[src/include/cio_pkg.sv]
// constants, types and register map of the camera io line control block
//----------------------------------------------------------------------
// What this block does
// - invert the selected line's signal when its invert setting is set
// - accept an input level only after it holds for the debounce time
// - output source selector picks what drives a line; off leaves open
// - source selection acts only on lines whose direction is output
// - software source drives the line to the software level setting
// - line begin source pulses when line active rises
// - rejected trigger source pulses on each rejected line trigger
// - acquisition begin source pulses on the acquisition start event
// - acquisition finish source pulses on the acquisition stop event
// - frame begin source pulses when frame active rises
// - echo sources pulse when input line a, b or c pulses
// - network command sources pulse on action command a or b
// - exposure begin source pulses when exposure starts
// - report read only whether the selected line is input or output
// - report read only the present level of the selected line
//----------------------------------------------------------------------
package cio_pkg;

	//------------------------------------------------------------------
	// geometry and timing
	//------------------------------------------------------------------
	localparam int CIO_NUM_LINES = 5;
	localparam int CIO_MIN_LINES = 3;
	localparam int CIO_MAX_LINES = 8;
	localparam int CIO_ECHO_N = 3;
	localparam logic [7:0] CIO_OUT_MASK = 8'h18;
	localparam int CIO_CLK_PERIOD_NS = 20;
	localparam int CIO_US_NS = 1000;
	localparam int CIO_CYC_PER_US =
		(CIO_US_NS + CIO_CLK_PERIOD_NS - 1) / CIO_CLK_PERIOD_NS;
	localparam int CIO_SUB_W = 6;
	localparam logic [CIO_SUB_W-1:0] CIO_SUB_LAST =
		CIO_SUB_W'(CIO_CYC_PER_US - 1);
	localparam int CIO_SEL_W = 3;
	localparam int CIO_DEB_W = 16;
	localparam int CIO_PW_W = 16;
	localparam logic [CIO_DEB_W-1:0] CIO_DEB_RST = 16'h000a;
	localparam logic [CIO_PW_W-1:0] CIO_PW_RST = 16'h0032;

	//------------------------------------------------------------------
	// register map (byte addresses)
	//------------------------------------------------------------------
	localparam int CIO_ADDR_W = 8;
	localparam logic [7:0] CIO_OFF_SEL = 8'h00;
	localparam logic [7:0] CIO_OFF_INV = 8'h04;
	localparam logic [7:0] CIO_OFF_DEB = 8'h08;
	localparam logic [7:0] CIO_OFF_SRC = 8'h0c;
	localparam logic [7:0] CIO_OFF_SWV = 8'h10;
	localparam logic [7:0] CIO_OFF_STAT = 8'h14;
	localparam logic [7:0] CIO_OFF_PW = 8'h18;
	localparam int CIO_ST_LEVEL_BIT = 0;
	localparam int CIO_ST_DIR_BIT = 1;
	localparam logic [1:0] CIO_RESP_OKAY = 2'h0;
	localparam logic [1:0] CIO_RESP_SLVERR = 2'h2;

	typedef enum logic [2:0] {
		CIO_REG_SEL = 3'h0,
		CIO_REG_INV = 3'h1,
		CIO_REG_DEB = 3'h2,
		CIO_REG_SRC = 3'h3,
		CIO_REG_SWV = 3'h4,
		CIO_REG_STAT = 3'h5,
		CIO_REG_PW = 3'h6,
		CIO_REG_NONE = 3'h7
	} cio_reg_t;
	localparam int CIO_NREG = 7;

	//------------------------------------------------------------------
	// output sources
	//------------------------------------------------------------------
	typedef enum logic [3:0] {
		CIO_SRC_OFF = 4'h0,
		CIO_SRC_SW_LEVEL = 4'h1,
		CIO_SRC_LINE_BEGIN = 4'h2,
		CIO_SRC_REJECTED_TRIG = 4'h3,
		CIO_SRC_ACQ_BEGIN = 4'h4,
		CIO_SRC_ACQ_FINISH = 4'h5,
		CIO_SRC_FRAME_BEGIN = 4'h6,
		CIO_SRC_ECHO_IN_A = 4'h7,
		CIO_SRC_ECHO_IN_B = 4'h8,
		CIO_SRC_ECHO_IN_C = 4'h9,
		CIO_SRC_NET_CMD_A = 4'ha,
		CIO_SRC_NET_CMD_B = 4'hb,
		CIO_SRC_EXPOSURE_BEGIN = 4'hc
	} cio_src_t;
	localparam int CIO_NSRC = 13;

	// internal camera events, all on clk_i
	typedef struct packed {
		logic line_active;
		logic rejected_trig;
		logic acq_begin;
		logic acq_finish;
		logic frame_active;
		logic net_cmd_a;
		logic net_cmd_b;
		logic exposure_begin;
	} cio_evt_t;

	function automatic cio_reg_t cio_reg_decode(
		input logic [CIO_ADDR_W-1:0] a
	);
		cio_reg_t r;
		r = CIO_REG_NONE;
		if (a[7:2] == CIO_OFF_SEL[7:2]) r = CIO_REG_SEL;
		if (a[7:2] == CIO_OFF_INV[7:2]) r = CIO_REG_INV;
		if (a[7:2] == CIO_OFF_DEB[7:2]) r = CIO_REG_DEB;
		if (a[7:2] == CIO_OFF_SRC[7:2]) r = CIO_REG_SRC;
		if (a[7:2] == CIO_OFF_SWV[7:2]) r = CIO_REG_SWV;
		if (a[7:2] == CIO_OFF_STAT[7:2]) r = CIO_REG_STAT;
		if (a[7:2] == CIO_OFF_PW[7:2]) r = CIO_REG_PW;
		return r;
	endfunction

	function automatic logic [31:0] cio_pick(
		input cio_reg_t id,
		input logic [CIO_NREG-1:0][31:0] words
	);
		logic [31:0] r;
		r = 32'h0;
		if (id != CIO_REG_NONE) r = words[id];
		return r;
	endfunction

	function automatic logic [31:0] cio_merge(
		input logic [31:0] old,
		input logic [31:0] nw,
		input logic [3:0] strb
	);
		logic [31:0] r;
		r = old;
		for (int b = 0; b < 4; b++) begin
			if (strb[b]) r[8*b +: 8] = nw[8*b +: 8];
		end
		return r;
	endfunction

endpackage

[src/cio_line_ctrl.sv]
// camera io line conditioning, output source selection and register slave
//
// The placing of the registers and the AXI4-Lite interface to the registers were chosen for this implementation.
module cio_line_ctrl #(
	parameter int NUM_LINES = cio_pkg::CIO_NUM_LINES,
	parameter logic [7:0] OUT_MASK = cio_pkg::CIO_OUT_MASK
) (
	// clock and reset
	input wire logic clk_i,
	input wire logic rst_i,
	// axi4-lite write address and data
	input wire logic [cio_pkg::CIO_ADDR_W-1:0] s_axi_awaddr_i,
	input wire logic s_axi_awvalid_i,
	output logic s_axi_awready_o,
	input wire logic [31:0] s_axi_wdata_i,
	input wire logic [3:0] s_axi_wstrb_i,
	input wire logic s_axi_wvalid_i,
	output logic s_axi_wready_o,
	// axi4-lite write response
	output logic [1:0] s_axi_bresp_o,
	output logic s_axi_bvalid_o,
	input wire logic s_axi_bready_i,
	// axi4-lite read
	input wire logic [cio_pkg::CIO_ADDR_W-1:0] s_axi_araddr_i,
	input wire logic s_axi_arvalid_i,
	output logic s_axi_arready_o,
	output logic [31:0] s_axi_rdata_o,
	output logic [1:0] s_axi_rresp_o,
	output logic s_axi_rvalid_o,
	input wire logic s_axi_rready_i,
	// camera events
	input wire cio_pkg::cio_evt_t evt_i,
	// physical lines
	input wire logic [NUM_LINES-1:0] line_in_i,
	output logic [NUM_LINES-1:0] line_out_o,
	output logic [NUM_LINES-1:0] line_oe_o
);
	import cio_pkg::*;

	//------------------------------------------------------------------
	// parameter check
	//------------------------------------------------------------------
	if (NUM_LINES < CIO_MIN_LINES || NUM_LINES > CIO_MAX_LINES ||
		OUT_MASK[CIO_ECHO_N-1:0] != '0) begin : g_bad_cfg
		$error("cio_line_ctrl: unsupported line count or direction mask");
	end

	// the microsecond prescaler must hold one microsecond of clocks
	if (CIO_CYC_PER_US < 1 ||
		CIO_CYC_PER_US > 2 ** CIO_SUB_W) begin : g_bad_clk
		$error("cio_line_ctrl: clock period does not suit the prescaler");
	end

	//------------------------------------------------------------------
	// configuration state
	//------------------------------------------------------------------
	logic [CIO_SEL_W-1:0] sel_q;
	logic [NUM_LINES-1:0] inv_q;
	logic [NUM_LINES-1:0] swval_q;
	logic [CIO_DEB_W-1:0] deb_q [NUM_LINES];
	cio_src_t src_q [NUM_LINES];
	logic [CIO_PW_W-1:0] pw_q;

	logic [NUM_LINES-1:0] sync1_q;
	logic [NUM_LINES-1:0] sync2_q;
	logic [NUM_LINES-1:0] level_w;
	logic [NUM_LINES-1:0] echo_w;

	//------------------------------------------------------------------
	// axi4-lite write channel
	//------------------------------------------------------------------
	logic aw_have_q;
	logic w_have_q;
	logic bvalid_q;
	logic [1:0] bresp_q;
	logic [CIO_ADDR_W-1:0] waddr_q;
	logic [31:0] wdata_q;
	logic [3:0] wstrb_q;

	wire logic aw_take = s_axi_awvalid_i && s_axi_awready_o;
	wire logic w_take = s_axi_wvalid_i && s_axi_wready_o;
	wire logic do_write = aw_have_q && w_have_q && !bvalid_q;
	wire cio_reg_t wr_id = cio_reg_decode(waddr_q);
	// status is read only, so a write to it is refused and changes nothing
	wire logic wr_bad = (wr_id == CIO_REG_NONE) || (wr_id == CIO_REG_STAT);
	wire logic [1:0] wr_resp = wr_bad ? CIO_RESP_SLVERR : CIO_RESP_OKAY;

	assign s_axi_awready_o = !aw_have_q && !bvalid_q;
	assign s_axi_wready_o = !w_have_q && !bvalid_q;
	assign s_axi_bvalid_o = bvalid_q;
	assign s_axi_bresp_o = bresp_q;

	always_ff @(posedge clk_i or posedge rst_i) begin
		if (rst_i) begin
			aw_have_q <= 1'b0;
			w_have_q <= 1'b0;
			waddr_q <= '0;
			wdata_q <= 32'h0;
			wstrb_q <= 4'h0;
		end else begin
			if (aw_take) begin
				aw_have_q <= 1'b1;
				waddr_q <= s_axi_awaddr_i;
			end else if (do_write) begin
				aw_have_q <= 1'b0;
			end
			if (w_take) begin
				w_have_q <= 1'b1;
				wdata_q <= s_axi_wdata_i;
				wstrb_q <= s_axi_wstrb_i;
			end else if (do_write) begin
				w_have_q <= 1'b0;
			end
		end
	end

	always_ff @(posedge clk_i or posedge rst_i) begin
		if (rst_i) begin
			bvalid_q <= 1'b0;
			bresp_q <= CIO_RESP_OKAY;
		end else if (do_write) begin
			bvalid_q <= 1'b1;
			bresp_q <= wr_resp;
		end else if (s_axi_bready_i) begin
			bvalid_q <= 1'b0;
		end
	end

	//------------------------------------------------------------------
	// selected line view
	//------------------------------------------------------------------
	// a selector past the last line reads as zero and ignores writes
	wire logic sel_ok = 32'(sel_q) < NUM_LINES;
	wire logic sel_inv = sel_ok && inv_q[sel_q];
	wire logic sel_swv = sel_ok && swval_q[sel_q];
	wire logic [CIO_DEB_W-1:0] sel_deb = sel_ok ? deb_q[sel_q] : '0;
	wire logic [3:0] sel_src = sel_ok ? src_q[sel_q] : 4'h0;
	wire logic sel_dir = sel_ok && OUT_MASK[sel_q];
	wire logic sel_level = sel_ok && level_w[sel_q];

	//------------------------------------------------------------------
	// register words; the per line ones are indexed through the line selector
	//------------------------------------------------------------------
	logic [CIO_NREG-1:0][31:0] words;

	assign words[CIO_REG_SEL] = 32'(sel_q);
	assign words[CIO_REG_INV] = 32'(sel_inv);
	assign words[CIO_REG_DEB] = 32'(sel_deb);
	assign words[CIO_REG_SRC] = 32'(sel_src);
	assign words[CIO_REG_SWV] = 32'(sel_swv);
	assign words[CIO_REG_STAT] =
		(32'(sel_dir) << CIO_ST_DIR_BIT) |
		(32'(sel_level) << CIO_ST_LEVEL_BIT);
	assign words[CIO_REG_PW] = 32'(pw_q);

	wire logic [31:0] wr_merged =
		cio_merge(cio_pick(wr_id, words), wdata_q, wstrb_q);

	// per line fields only land on a selected line that exists
	wire logic wr_line = do_write && sel_ok;
	wire logic wr_sel = do_write && (wr_id == CIO_REG_SEL);
	wire logic wr_pw = do_write && (wr_id == CIO_REG_PW);
	wire logic wr_inv = wr_line && (wr_id == CIO_REG_INV);
	wire logic wr_swv = wr_line && (wr_id == CIO_REG_SWV);
	wire logic wr_deb = wr_line && (wr_id == CIO_REG_DEB);
	wire logic wr_src = wr_line && (wr_id == CIO_REG_SRC);

	always_ff @(posedge clk_i or posedge rst_i) begin
		if (rst_i) begin
			sel_q <= '0;
			pw_q <= CIO_PW_RST;
			inv_q <= '0;
			swval_q <= '0;
			for (int k = 0; k < NUM_LINES; k++) begin
				deb_q[k] <= CIO_DEB_RST;
				src_q[k] <= CIO_SRC_OFF;
			end
		end else begin
			if (wr_sel) sel_q <= wr_merged[CIO_SEL_W-1:0];
			if (wr_pw) pw_q <= wr_merged[CIO_PW_W-1:0];
			if (wr_inv) inv_q[sel_q] <= wr_merged[0];
			if (wr_swv) swval_q[sel_q] <= wr_merged[0];
			if (wr_deb) deb_q[sel_q] <= wr_merged[CIO_DEB_W-1:0];
			if (wr_src) src_q[sel_q] <= cio_src_t'(wr_merged[3:0]);
		end
	end

	//------------------------------------------------------------------
	// axi4-lite read channel
	//------------------------------------------------------------------
	logic rvalid_q;
	logic [1:0] rresp_q;
	logic [31:0] rdata_q;

	wire cio_reg_t rd_id = cio_reg_decode(s_axi_araddr_i);
	wire logic ar_take = s_axi_arvalid_i && s_axi_arready_o;

	assign s_axi_arready_o = !rvalid_q;
	assign s_axi_rvalid_o = rvalid_q;
	assign s_axi_rresp_o = rresp_q;
	assign s_axi_rdata_o = rdata_q;

	always_ff @(posedge clk_i or posedge rst_i) begin
		if (rst_i) begin
			rvalid_q <= 1'b0;
			rresp_q <= CIO_RESP_OKAY;
			rdata_q <= 32'h0;
		end else if (ar_take) begin
			rvalid_q <= 1'b1;
			rdata_q <= cio_pick(rd_id, words);
			rresp_q <= (rd_id == CIO_REG_NONE) ? CIO_RESP_SLVERR :
				CIO_RESP_OKAY;
		end else if (s_axi_rready_i) begin
			rvalid_q <= 1'b0;
		end
	end

	//------------------------------------------------------------------
	// pin synchroniser and event edges
	//------------------------------------------------------------------
	logic line_act_q;
	logic frame_act_q;

	always_ff @(posedge clk_i or posedge rst_i) begin
		if (rst_i) begin
			sync1_q <= '0;
			sync2_q <= '0;
			line_act_q <= 1'b0;
			frame_act_q <= 1'b0;
		end else begin
			sync1_q <= line_in_i;
			sync2_q <= sync1_q;
			line_act_q <= evt_i.line_active;
			frame_act_q <= evt_i.frame_active;
		end
	end

	//------------------------------------------------------------------
	// output triggers
	//------------------------------------------------------------------
	// active levels fire once on their rising edge, not while they stay up
	wire logic line_begin = evt_i.line_active && !line_act_q;
	wire logic frame_begin = evt_i.frame_active && !frame_act_q;

	// trigger per source code; off and software level never fire
	wire logic [CIO_NSRC-1:0] src_trig = {
		evt_i.exposure_begin,
		evt_i.net_cmd_b,
		evt_i.net_cmd_a,
		echo_w[2],
		echo_w[1],
		echo_w[0],
		frame_begin,
		evt_i.acq_finish,
		evt_i.acq_begin,
		evt_i.rejected_trig,
		line_begin,
		2'b00
	};

	//------------------------------------------------------------------
	// per line logic
	//------------------------------------------------------------------
	// inputs: pin, two flops, invert, debounce, rising edge for echo
	// outputs: source mux, invert, one flop; direction is fixed per line
	for (genvar i = 0; i < NUM_LINES; i++) begin : g_line
		if (!OUT_MASK[i]) begin : g_in
			// counts whole microseconds, so a mid-period glitch restarts
			wire logic raw = sync2_q[i] ^ inv_q[i];
			logic [CIO_SUB_W-1:0] sub_q;
			logic [CIO_DEB_W-1:0] us_q;
			logic filt_q;
			logic prev_q;
			wire logic settled = raw == filt_q;
			wire logic held_long = us_q >= deb_q[i];
			wire logic us_tick = sub_q == CIO_SUB_LAST;

			always_ff @(posedge clk_i or posedge rst_i) begin
				if (rst_i) begin
					sub_q <= '0;
					us_q <= '0;
					filt_q <= 1'b0;
				end else if (settled) begin
					sub_q <= '0;
					us_q <= '0;
				end else if (held_long) begin
					filt_q <= raw;
				end else if (us_tick) begin
					sub_q <= '0;
					us_q <= us_q + 1'b1;
				end else begin
					sub_q <= sub_q + 1'b1;
				end
			end

			always_ff @(posedge clk_i or posedge rst_i) begin
				if (rst_i) prev_q <= 1'b0;
				else prev_q <= filt_q;
			end

			assign level_w[i] = filt_q;
			assign echo_w[i] = filt_q && !prev_q;
			// inputs are never driven by the source mux
			assign line_out_o[i] = 1'b0;
			assign line_oe_o[i] = 1'b0;
		end else begin : g_out
			wire cio_src_t src = src_q[i];
			wire logic known = 32'(src) < CIO_NSRC;
			wire logic pulsed = known && (src > CIO_SRC_SW_LEVEL);
			wire logic fire = pulsed && src_trig[src];
			logic [CIO_PW_W-1:0] pcnt_q;
			logic out_q;
			logic oe_q;

			// a new trigger restarts the pulse rather than stretching it
			// a width of zero gives no pulse at all
			always_ff @(posedge clk_i or posedge rst_i) begin
				if (rst_i) pcnt_q <= '0;
				else if (fire) pcnt_q <= pw_q;
				else if (pcnt_q != '0) pcnt_q <= pcnt_q - 1'b1;
			end

			wire logic pulse_on = pulsed && (pcnt_q != '0);
			wire logic mux = (src == CIO_SRC_SW_LEVEL) ? swval_q[i] :
				pulse_on;
			wire logic drive = known && (src != CIO_SRC_OFF);

			always_ff @(posedge clk_i or posedge rst_i) begin
				if (rst_i) begin
					out_q <= 1'b0;
					oe_q <= 1'b0;
				end else begin
					out_q <= mux ^ inv_q[i];
					oe_q <= drive;
				end
			end

			assign level_w[i] = out_q;
			assign echo_w[i] = 1'b0;
			assign line_out_o[i] = out_q;
			assign line_oe_o[i] = oe_q;
		end
	end

endmodule

[config.mk]
export PLATFORM = sky130hd
export DESIGN_NAME = cio_line_ctrl
export DESIGN_NICKNAME = d
export VERILOG_FILES = /design/src/include/cio_pkg.sv /design/src/cio_line_ctrl.sv
export SDC_FILE = /design/constraint.sdc
export NUM_CORES = 1
export LEC_CHECK = 0
export ABC_AREA = 1
export BUFFER_PORTS_ARGS = -buffer_cell sky130_fd_sc_hd__buf_4
export CAP_MARGIN = 5
export CORE_ASPECT_RATIO = 0.7
export CORE_MARGIN = 2
export CORE_UTILIZATION = 55
export CTS_CLUSTER_DIAMETER = 200
export DETAILED_ROUTE_END_ITERATION = 8
export GPL_ROUTABILITY_DRIVEN = 0
export GPL_TIMING_DRIVEN = 0
export HOLD_SLACK_MARGIN = 0.12
export PLACE_DENSITY_LB_ADDON = 0.08
export SLEW_MARGIN = 30
export SYNTH_ARGS = -nofsm -noshare
export SYNTH_HDL_FRONTEND = slang
export SYNTH_SLANG_ARGS = --single-unit
[constraint.sdc]
create_clock -name clk_i -period 8.1 [get_ports clk_i]
set_input_delay 0.405 -clock clk_i [delete_from_list [all_inputs] [get_ports clk_i]]
set_output_delay 0.405 -clock clk_i [all_outputs]
set_load 0.005 [all_outputs]
# Yosys cells after proc, flatten, opt, wreduce, memory -nomap -nowiden
# Memories as Yosys holds them, arrays and structs flattened.
# Index checks and enable logic that the tools add are counted.
# classes
addsub	8
mul	0
div	0
n_lt_le_gt_ge	16
n_eq_ne	33
shifts	0
mux	84
bitwise_logic	10
n_reduce_logical	65
# op_table
op	count
$mux 16	19
$bmux 32 s3	2
$bwmux 80	1
$mux 32	2
$mux 6	9
$add 16x1->16 const B	3
$bmux 16 s3	1
$demux 16 s3	1
$ge 16x16->1	3
$mux 3	14
$eq 6x3->1 const B	6
$logic_and 1x1->1	33
$reduce_bool 16->1	2
$sub 16x1->16 const B	2
$eq 6x2->1 const B	4
$bwmux 20	1
$add 6x1->6 const B	3
$eq 6x6->1 const B	3
$reduce_bool 2->1	9
$mux 1	16
$mux 4	4
$mux 8	2
$eq 3x3->1 const B	5
$bmux 4 s3	1
other kinds (31)	70
# word_totals
reg_bits	311
latchBits	0
mem_bits_rw	0
romBits	8
inputBits	72
out_inout_bits	51
wordCells	263
n_memories	1
# mem_list
name	depth	width	read_ports	rd_clocked_by_memory_dff	wr	line	text
(name not given)	8	1	1	0	0	cio_line_ctrl.sv:138	wire logic sel_dir = sel_ok && OUT_MASK[sel_q];

# Logic depth before layout (Yosys ltp)
# Gate-level depths: netlist of the first run.
# logic_depth
word_depth	13
depth_mapped	15
depth_no_buf	13

# Worst setup path after synthesis of the first run
# Ideal clock, no wire load.
# synth_path
kind	reg-to-reg
start	reg deb_q[51] in the netlist's numbering
end	reg g_line[1].g_in.us_q[0]
setup_ns	0.130
t_arrival_ns	1.963
t_required_ns	7.970
slack_ns	6.007
stages_incl_launch_ff	13
path_buffers	1
synth_period_minus_slack_ns	2.093
path_cell_list	dfstp_2 inv_1 ha_1 nand2_1 o21ai_0 nand2_1 nand2_1 nand2_1 nand3_1 nand2_1 nand2_1 clkbuf_1 o21ai_0
# synth_via
elab_chain_len	3
# synth_lines
element	line	text
start, declared	cio_line_ctrl.sv:60	logic [CIO_DEB_W-1:0] deb_q [NUM_LINES];
start signal, assigned by index	cio_line_ctrl.sv:183	if (wr_deb) deb_q[sel_q] <= wr_merged[CIO_DEB_W-1:0];
$ge 16x16->1	cio_line_ctrl.sv:275	wire logic held_long = us_q >= deb_q[i];
$ne 2x2->1 (no line)	n/a	
$reduce_and 2->1 (no line)	n/a	
end signal, assigned	cio_line_ctrl.sv:290	us_q <= us_q + 1'b1;
end, declared	cio_line_ctrl.sv:271	logic [CIO_DEB_W-1:0] us_q;
# Every way passes these cells.
# A chain may end at the register's enable or synchronous reset.

# Final worst setup path of the first run
# layout_path
start	reg deb_q[63] in the netlist's numbering
end	reg g_line[1].g_in.us_q[1]
# The elaborated chain is that of the path after synthesis.

==> impl_metrics.json, run 1 <==
{
  "synth_most_common_cell": "nand2_1",
  "r2r_cells": 12,
  "die_h_um": 149,
  "worstMarginPinSlew_ns": 0.752,
  "synthArstFlopShare": 1.00,
  "grt_pass1_wl_um": 77700,
  "postSynthCellCount": 2202,
  "ys_seq_area_frac": 0.440,
  "placed_cells": 2695,
  "clk_pin_slew_ns": 0.06,
  "hold_buffers": 32,
  "post_cts_buffers": 0,
  "grt_max_degree": 31,
  "place_area_sq_mm": 0.0180,
  "cts_resized": 0,
  "cp_max_fo": 10,
  "die_w_um": 212,
  "row_count": 53,
  "ios": 123,
  "end_kind": "flip-flop",
  "maxCapViolations": 0,
  "diodes": 0,
  "grt_use_total": 0.314,
  "yosys_warnings": 0,
  "synth_edf_count": 0,
  "drtIter0Drc": 1616,
  "routed_wl_um": 48300,
  "slew_headroom": 0.499,
  "worstSetupStartpointType": "flip-flop",
  "p_leak_uw": 0.00980,
  "max_stage_delay_ns": 0.37,
  "stdcell_area_sq_mm": 0.0194,
  "drt_pass1_iterations": 6,
  "core_sq_mm": 0.0298,
  "hold_class": "in2reg",
  "hold_violations": 0,
  "numClockSinks": 291,
  "place_ws_ns": 5.32,
  "initial_core_util": 0.556,
  "dieArea_sq_mm": 0.0316,
  "num_vias": 15280,
  "worst_ep_required_time_ns": 8.54,
  "io_buffers": 74,
  "run_status": "complete, no violations",
  "routed_wire_length_per_instance_um": 17.3,
  "fillers": 2560,
  "min_path_cells": 3,
  "finalSetupTns_ns": 0,
  "cp_slowest_cell": "clkbuf_1",
  "clkLatencyLatePin_ns": 0.60,
  "finalClockSkew_ns": 0.0251,
  "synth_ff_type": "dfrtp_1",
  "ant_nets": 0,
  "synth_seq_cells": 291,
  "drc": 0,
  "overflow": 0,
  "yosysUniqueCellTypes": 47,
  "ctsHtreeMaxLevel": 1,
  "worstPathArrival_ns": 3.28,
  "layout_min_cycle_time_ns": 2.83,
  "final_nets": 2506,
  "vias_per_cell": 5.49,
  "cellPowerDensity_mw_per_mm2": 237,
  "crit_chain": "inv_1, ha_1, nand2_1, inv_1, nand3_1, nor3_1, nand3_1, nand3_1, nand2_1, nand2_1, clkbuf_1, o21ai_0",
  "cts_tree": "built",
  "rsz0062_at_grt": "false",
  "clock.fmax_mhz": 353,
  "syn_area_sq_mm": 0.0166,
  "ir_drop_mv": 0.190,
  "dp_hpwl_um": 35800,
  "fin_ws_ns": 5.27,
  "setup_viol_count_final": 0,
  "synth_common_cells": "nand2_1 (778), dfrtp_1 (278), inv_1 (191)",
  "synth.top_cell.area_share": 0.419,
  "cts_root_buf": "clkbuf_16",
  "final_cells": 2785,
  "path_class": "reg2reg",
  "fin_crit_sh": 0.350,
  "cts_buffer_depth": 3,
  "synthTopCellsByArea": "dfrtp_1 (42%), nand2_1 (18%), o21ai_0 (5.0%)",
  "final_layout_size_suffix_gt1_frac": 0.120,
  "syn_to_final_growth_pct": 16.6,
  "antenna_found_initial": 0,
  "yosys.area.top_type": "dfrtp_1",
  "first_global_vias": 14244,
  "numCtsBuffers": 31,
  "syn_avg_cell_area_sq_um": 7.54,
  "final_max_slew_viol_count": 0
}
[worst max-delay path, delay by kind of cell, from the launching register on]
family / cells / cell delay, ns
flops: 1 / 0.34
buf+inv: 3 / 0.53
compound gates: 1 / 0.14
simple gates: 7 / 1.35
fa+ha+maj: 1 / 0.31
[power breakdown]
group,switching [uW],leakage [uW],internal [uW]
clock,616,0.000538,883
sequential,181,0.00379,1630
combinational,892,0.00547,375
total,1690,0.00980,2890
[cells by family after synthesis]
logic type               Yosys count  synth area share
XOR/XNOR                          65            0.0352
adder cells (fa/ha/maj)           59            0.0445
AND/OR/NAND/NOR                 1192             0.301
buffers and inverters            299            0.0790
other                              1          0.000226
flip-flops                       291             0.440
AO/OA/AOI/OAI                    285            0.0933
multiplexers                      10           0.00678
[through the flow]
| stage | hold WS [ns] | total power [uW] | util |
|---|---|---|---|
| 6_report | 0.189 | 4580 | 0.649 |
| 5_1_grt | 0.218 | 4810 | 0.649 |
| 4_1_cts | 0.186 | 4570 | 0.649 |
| 3_5_place_dp | 0.331 | 3060 | 0.602 |
| 3_3_place_gp | 0.336 | 3020 | 0.594 |
| 2_1_floorplan | 0.331 | 2570 | - |
[layout make-up]
cell class                      count  area (sq um)  area share
Multi-Input combinational cell   1635          8070       0.417
Buffer                             90           519      0.0268
Inverter                          209           796      0.0411
Clock buffer                       49           973      0.0503
Tap cell                          385           482      0.0249
Timing Repair Buffer              117          1110      0.0574
Clock inverter                      9           103     0.00530
Sequential cell                   291          7300       0.377
[path summary, 6_finish.rpt]
path,from,slack [ns],endpoint
max,deb_q[63],5.27,g_line[1].g_in.us_q[1]
min,s_axi_araddr_i[3],0.19,s_axi_rdata_o[2]
max reg2reg,deb_q[63],5.27,g_line[1].g_in.us_q[1]
min reg2reg,sync1_q[0],0.35,sync2_q[0]
max in group asynchronous,rst_i,6.67,deb_q[49]
min in group asynchronous,rst_i,0.28,g_line[4].g_out.pcnt_q[7]
[layout by cell type, fill, tap and decap left out, types with 16 or more instances in the layout]
cell,n
nand3_1,153
ha_1,59
xor2_1,54
dlygate4sd3_1,32
conb_1,24
nand2_1,778
clkbuf_16,31
clkbuf_1,34
dfrtp_1,278
nand4_1,27
nor2_1,144
a21oi_1,65
inv_1,190
buf_4,113
nor3_1,28
o21ai_0,165
or2_2,23
buf_2,16
[metal layers]
layer / up-vias / share of wire / track usage
li1: 7361 / - / -
met2: 598 / 0.42 / 0.453
met4: 0 / 0.017 / 0.0616
met1: 7252 / 0.47 / 0.476
met5: - / 0 / 0
met3: 69 / 0.10 / 0.0794
[state kept, by name, summed over array words and instances, names as in the netlist, 3 cells and up]
register / cells
src_q: 12
g_line.g_out.pcnt_q: 32
sel_q: 3
g_line.g_in.prev_q: 3
g_line.g_in.filt_q: 3
sync2_q: 3
wdata_q: 16
s_axi_rdata_o: 16
pw_q: 16
g_line.g_in.sub_q: 18
g_line.g_out.src: 8
inv_q: 5
deb_q: 80
waddr_q: 6
g_line.g_in.us_q: 48
sync1_q: 3
swval_q: 5
Note: power is estimated with default switching activity, not from simulation.
==> inputs of run 2 (changes only) <==
- clock period: 8.1 -> 2.5 ns (I/O delays scaled with it)
==> run 2 against run 1 <==
Net effect: wire length is 1.2% higher; core utilization is 1.2 points higher; count of clock-buffer cells in the layout stayed put; sequential cell count stayed put; power grew to 3.3 times the previous value; setup slack worse by 5.2 ns; critical path depth stayed put; combinational power grew to 3.4 times the previous value; critical path type unchanged; maximum frequency is 18% higher; via count is 1.1% higher.
==> impl_metrics.json, run 2 (synthesis results as in run 1) <==
{
  "clk_pin_slew_ns": 0.06,
  "antenna_found_initial": 0,
  "end_kind": "flip-flop",
  "syn_to_final_growth_pct": 18.8,
  "run_status": "complete, no violations",
  "cts_root_buf": "clkbuf_16",
  "worstReg2RegEnd": "s_axi_rdata_o[2]",
  "mostFrequentLayoutCells": "nand2_1 (771), dfrtp_1 (277), inv_1 (190)",
  "numCtsBuffers": 31,
  "finalSetupTns_ns": 0,
  "drt_pass1_iterations": 6,
  "r2r_slack_ns": 0.09,
  "first_global_vias": 14432,
  "holdWs_ns": 0.131,
  "p_leak_uw": 0.00995,
  "final_nets": 2523,
  "vias_per_cell": 5.51,
  "routed_wl_um": 48800,
  "routed.top_layer": "met4",
  "cp_max_fo": 10,
  "overflow": 0,
  "worstMarginPinSlew_ns": 0.962,
  "grt_max_degree": 31,
  "place_ws_ns": -0.276,
  "ios": 123,
  "endpoint": "s_axi_rdata_o[2]",
  "row_count": 53,
  "core_sq_mm": 0.0298,
  "initial_core_util": 0.556,
  "largestRegisters": "deb_q: 80 flops, g_line.g_in.us_q: 48 flops, g_line.g_out.pcnt_q: 32 flops",
  "setup_viol_count_final": 0,
  "cellPowerDensity_mw_per_mm2": 765,
  "placed_cells": 2695,
  "grt_pass1_wl_um": 78300,
  "clock.fmax_mhz": 415,
  "worstPathArrival_ns": 2.88,
  "die_w_um": 212,
  "fin_crit_sh": 0.963,
  "r2r-start": "sel_q[0]",
  "ant_nets": 0,
  "drtIter0Drc": 1619,
  "worst_ep_required_time_ns": 2.97,
  "regMostFlops": "deb_q",
  "startpoint": "sel_q[0]",
  "clkLatencyLatePin_ns": 0.59,
  "final_core_util": 0.661,
  "diodes": 0,
  "ir_drop_mv": 0.608,
  "fin_ws_ns": 0.0924,
  "final_cells": 2802,
  "routed_wire_length_per_instance_um": 17.4,
  "num_vias": 15448,
  "largest_reg_flops": 80,
  "path_class": "reg2reg",
  "io_buffers": 74,
  "final_common_cell": "nand2_1",
  "wl_met1_um": 22600,
  "drc": 0,
  "hold_violations": 0,
  "min_path_cells": 6,
  "layout_min_cycle_time_ns": 2.41,
  "ctsHtreeMaxLevel": 1,
  "maxCapViolations": 0,
  "hold_class": "in2reg",
  "slew_headroom": 0.359,
  "cts_tree": "built",
  "worstSetupStartpointType": "flip-flop",
  "dp_hpwl_um": 35800,
  "numClockSinks": 291,
  "die_h_um": 149,
  "final_max_slew_viol_count": 0,
  "grt_use_total": 0.316,
  "cts_buffer_depth": 3,
  "final_layout_size_suffix_gt1_frac": 0.135,
  "routed-wl-met2_um": 20500,
  "dr_wl_met3_um": 4870,
  "r2r_cells": 12,
  "finalClockSkew_ns": 0.0214,
  "dieArea_sq_mm": 0.0316
}
==> run 2: power by group <==
| part | switching (uW) | total, uW | internal (uW) | leakage (uW) |
|---|---|---|---|---|
| clock network | 2000 | 4860 | 2860 | 0.000538 |
| registers | 595 | 5880 | 5290 | 0.00379 |
| logic | 3000 | 4350 | 1350 | 0.00562 |
==> run 2: worst max-delay path, stage by stage (launching register included) <==
cell	delay (ns)
dfrtp_1	0.35
clkbuf_4	0.22
clkinv_2	0.15
nand3_2	0.16
clkbuf_4	0.24
o21ai_2	0.08
o21ai_0	0.18
nand3_1	0.09
nand2_1	0.08
nand2_1	0.05
nand2_1	0.07
o21ai_0	0.07
dlygate4sd3_1	0.56
==> run 2: through the flow <==
| step | power [uW] | instance area, sq um |
|---|---|---|
| floorplan | 8320 | 16700 |
| global placement | 9800 | 17700 |
| detailed placement | 9910 | 18000 |
| CTS | 14900 | 19500 |
| global route | 15800 | 19700 |
| finish | 15100 | 19700 |
==> run 2: area by class of cell <==
cell class              instances  area [sq um]
fillers                      2519         10100
well taps                     385           482
repair buffers                134          1270
clock inverters                 9           103
plain buffers                  90           546
inverters                     209           800
clock buffers                  49           973
flip-flops and latches        291          7300
multi-input cells            1635          8250
==> run 2: worst min-delay path by stage <==
stage | startpoint | end | slack (ns)
after floorplan | evt_i[3] | frame_act_q | 0.16
after global placement | line_in_i[1] | sync1_q[1] | 0.24
after detailed placement | rst_i | g_line[4].g_out.pcnt_q[7] | 0.05
after CTS | s_axi_araddr_i[7] | s_axi_rdata_o[15] | 0.13
after global routing | s_axi_araddr_i[7] | s_axi_rdata_o[15] | 0.19
final | s_axi_araddr_i[7] | s_axi_rdata_o[15] | 0.13
==> run 2: timing repair <==
item / 4_1_cts / 5_1_grt
endpoints found under the setup margin: 79 / 154
resized for setup: 11 / 54
buffers inserted: 0 / 4
hold buffers: 45 / 0
pin swaps: 0 / 4
hold endpoints to repair: 180 / 0
==> run 2: routing by layer <==
metal / vias up / GRT usage
li1: 7402 / -
met1: 7368 / 0.477
met2: 611 / 0.459
met3: 67 / 0.0798
met4: 0 / 0.0651
met5: - / 0
==> inputs of run 3 (changes only) <==
- clock period: 2.5 -> 2.2 ns (I/O delays scaled with it)
==> run 3 against run 2 <==
Net effect: the run now ends with negative setup slack left; count of clock-buffer cells in the layout is the same; sequential power is 14% higher; core utilization rose by 2.7 points; first-iteration DRC count fell by 1.6%; maximum frequency rose by 9.3%; register-to-register slack worse by 0.095 ns; cell count grew 1.3%; combinational power increased by 36%; via count is 1.9% higher; global-route usage up 0.34 points; hold slack gained 0.033 ns; critical path type unchanged; critical endpoint is now deb_q[3]; largest power group unchanged.
==> impl_metrics.json, run 3 (synthesis results as in run 1) <==
{
  "final_nets": 2560,
  "regArea_sq_mm": 0.00730,
  "cellPowerDensity_mw_per_mm2": 885,
  "hp-start": "line_in_i[2]",
  "setup_viol_count_final": 3,
  "regMostFlops": "deb_q",
  "ant_nets": 0,
  "end_kind": "flip-flop",
  "grt_max_degree": 31,
  "die_h_um": 149,
  "grt_pass1_wl_um": 79200,
  "run_status": "finished, violations left",
  "worstPathArrival_ns": 2.73,
  "largest_reg_flops": 80,
  "r2r_slack_ns": -0.003,
  "fillers": 2397,
  "mostFrequentLayoutCells": "nand2_1 (761), dfrtp_1 (274), inv_1 (184)",
  "initial_core_util": 0.556,
  "cts_tree": "built",
  "hold_violations": 0,
  "rsz0062_at_grt": "true",
  "fin_ws_ns": -0.00296,
  "numClockSinks": 291,
  "cp_max_fo": 7,
  "ios": 123,
  "hold_class": "in2reg",
  "cts_root_buf": "clkbuf_16",
  "final_max_slew_viol_count": 0,
  "maxCapViolations": 0,
  "final_layout_size_suffix_gt1_frac": 0.170,
  "first_global_vias": 14572,
  "numCtsBuffers": 31,
  "drc": 0,
  "worstSetupStartpointType": "flip-flop",
  "slew_headroom": 0.351,
  "clkLatencyLatePin_ns": 0.60,
  "r2r-start": "sel_q[0]",
  "antenna_found_initial": 0,
  "final_common_cell": "nand2_1",
  "ctsHtreeMaxLevel": 1,
  "worstMarginPinSlew_ns": 0.974,
  "fin_crit_sh": 1.00,
  "ir_drop_mv": 0.702,
  "holdWs_ns": 0.164,
  "die_w_um": 212,
  "largestRegisters": "deb_q: 80 flops, g_line.g_in.us_q: 48 flops, g_line.g_out.pcnt_q: 32 flops",
  "routed_wl_um": 50500,
  "routed_wire_length_per_instance_um": 17.8,
  "dieArea_sq_mm": 0.0316,
  "p_leak_uw": 0.0103,
  "violations": "negative setup slack",
  "grt_use_total": 0.320,
  "layout_min_cycle_time_ns": 2.20,
  "diodes": 0,
  "finalSetupTns_ns": -0.00579,
  "clk_pin_slew_ns": 0.06,
  "vias_per_cell": 5.54,
  "syn_to_final_growth_pct": 23.6,
  "drt_pass1_iterations": 7,
  "num_vias": 15737,
  "min_path_cells": 2,
  "whs_endpoint": "sync1_q[2]",
  "core_sq_mm": 0.0298,
  "worst_ep_required_time_ns": 2.72,
  "clock.fmax_mhz": 454,
  "row_count": 53,
  "cts_buffer_depth": 3,
  "finalClockSkew_ns": 0.0227,
  "path_class": "reg2reg",
  "overflow": 0,
  "multi_input_area_sq_mm": 0.00850,
  "dp_hpwl_um": 35800,
  "drtIter0Drc": 1593,
  "worstReg2RegEnd": "deb_q[3]",
  "io_buffers": 74,
  "r2r_cells": 16
}
==> run 3: area by class of cell <==
class                           count  share of cell area
Buffer                             87              0.0331
Clock buffer                       49              0.0474
Tap cell                          385              0.0235
Sequential cell                   291               0.356
Inverter                          209              0.0398
Clock inverter                      9             0.00500
Timing Repair Buffer              174              0.0810
Multi-Input combinational cell   1635               0.414
==> run 3: repair_timing <==
item | in CTS | in global routing
pin swaps | 6 | 15
cloned | 0 | 3
gates resized for setup | 74 | 151
endpoints found under the setup margin | 177 | 217
hold buffers | 47 | 0
endpoints found under the hold margin | 190 | 0
buffers inserted | 10 | 29
==> run 3: worst max-delay path by stage <==
stage | end | from | cells past startpoint
2_1_floorplan | aw_have_q | rst_i | 1
3_3_place_gp | g_line[1].g_in.sub_q[4] | rst_i | 2
3_5_place_dp | g_line[1].g_in.us_q[5] | deb_q[62] | 12
4_1_cts | g_line[3].g_out.src[3] | sel_q[0] | 13
5_1_grt | deb_q[39] | waddr_q[6] | 12
6_report | deb_q[3] | sel_q[0] | 16
==> run 3: power breakdown <==
part / total, uW / switching [uW] / internal, uW
registers: 6710 / 699 / 6010
clock network: 5530 / 2280 / 3250
logic: 5920 / 3760 / 2160
total: 18200 / 6740 / 11400
==> run 3: worst max-delay path, cell delays in order, from the launching register on <==
cell and delay [ns]:
dfrtp_1 0.39, buf_6 0.15, inv_8 0.06, nand2_4 0.06
nor2_4 0.27, buf_6 0.16, nand2_1 0.06, nand2_2 0.09
nor2_1 0.05, nand3b_1 0.12, nand3_1 0.10, nand2_1 0.10
nand2_1 0.07, nand2_2 0.18, clkbuf_16 0.18, nand2_1 0.05
nand2_1 0.06
==> run 3: per-stage QoR <==
stage	total power, uW	std cells	util	cell area, sq um	setup slack (ns)
global placement	11100	2684	0.594	17700	-3.56
CTS	17200	2810	0.664	19800	0.000195
detailed placement	11300	2695	0.602	18000	-0.576
floorplan	9450	2225	-	16700	-1.76
global route	19000	2839	0.688	20500	-0.0591
finish	18200	2839	0.688	20500	-0.00296
==> run 3: layer usage <==
| metal | routed length [um] | GRT usage | up-vias |
|---|---|---|---|
| li1 | - | - | 7477 |
| met2 | 21500 | 0.467 | 699 |
| met5 | 0 | 0 | - |
| met3 | 5300 | 0.0785 | 90 |
| met4 | 988 | 0.0644 | 0 |
| met1 | 22700 | 0.481 | 7471 |
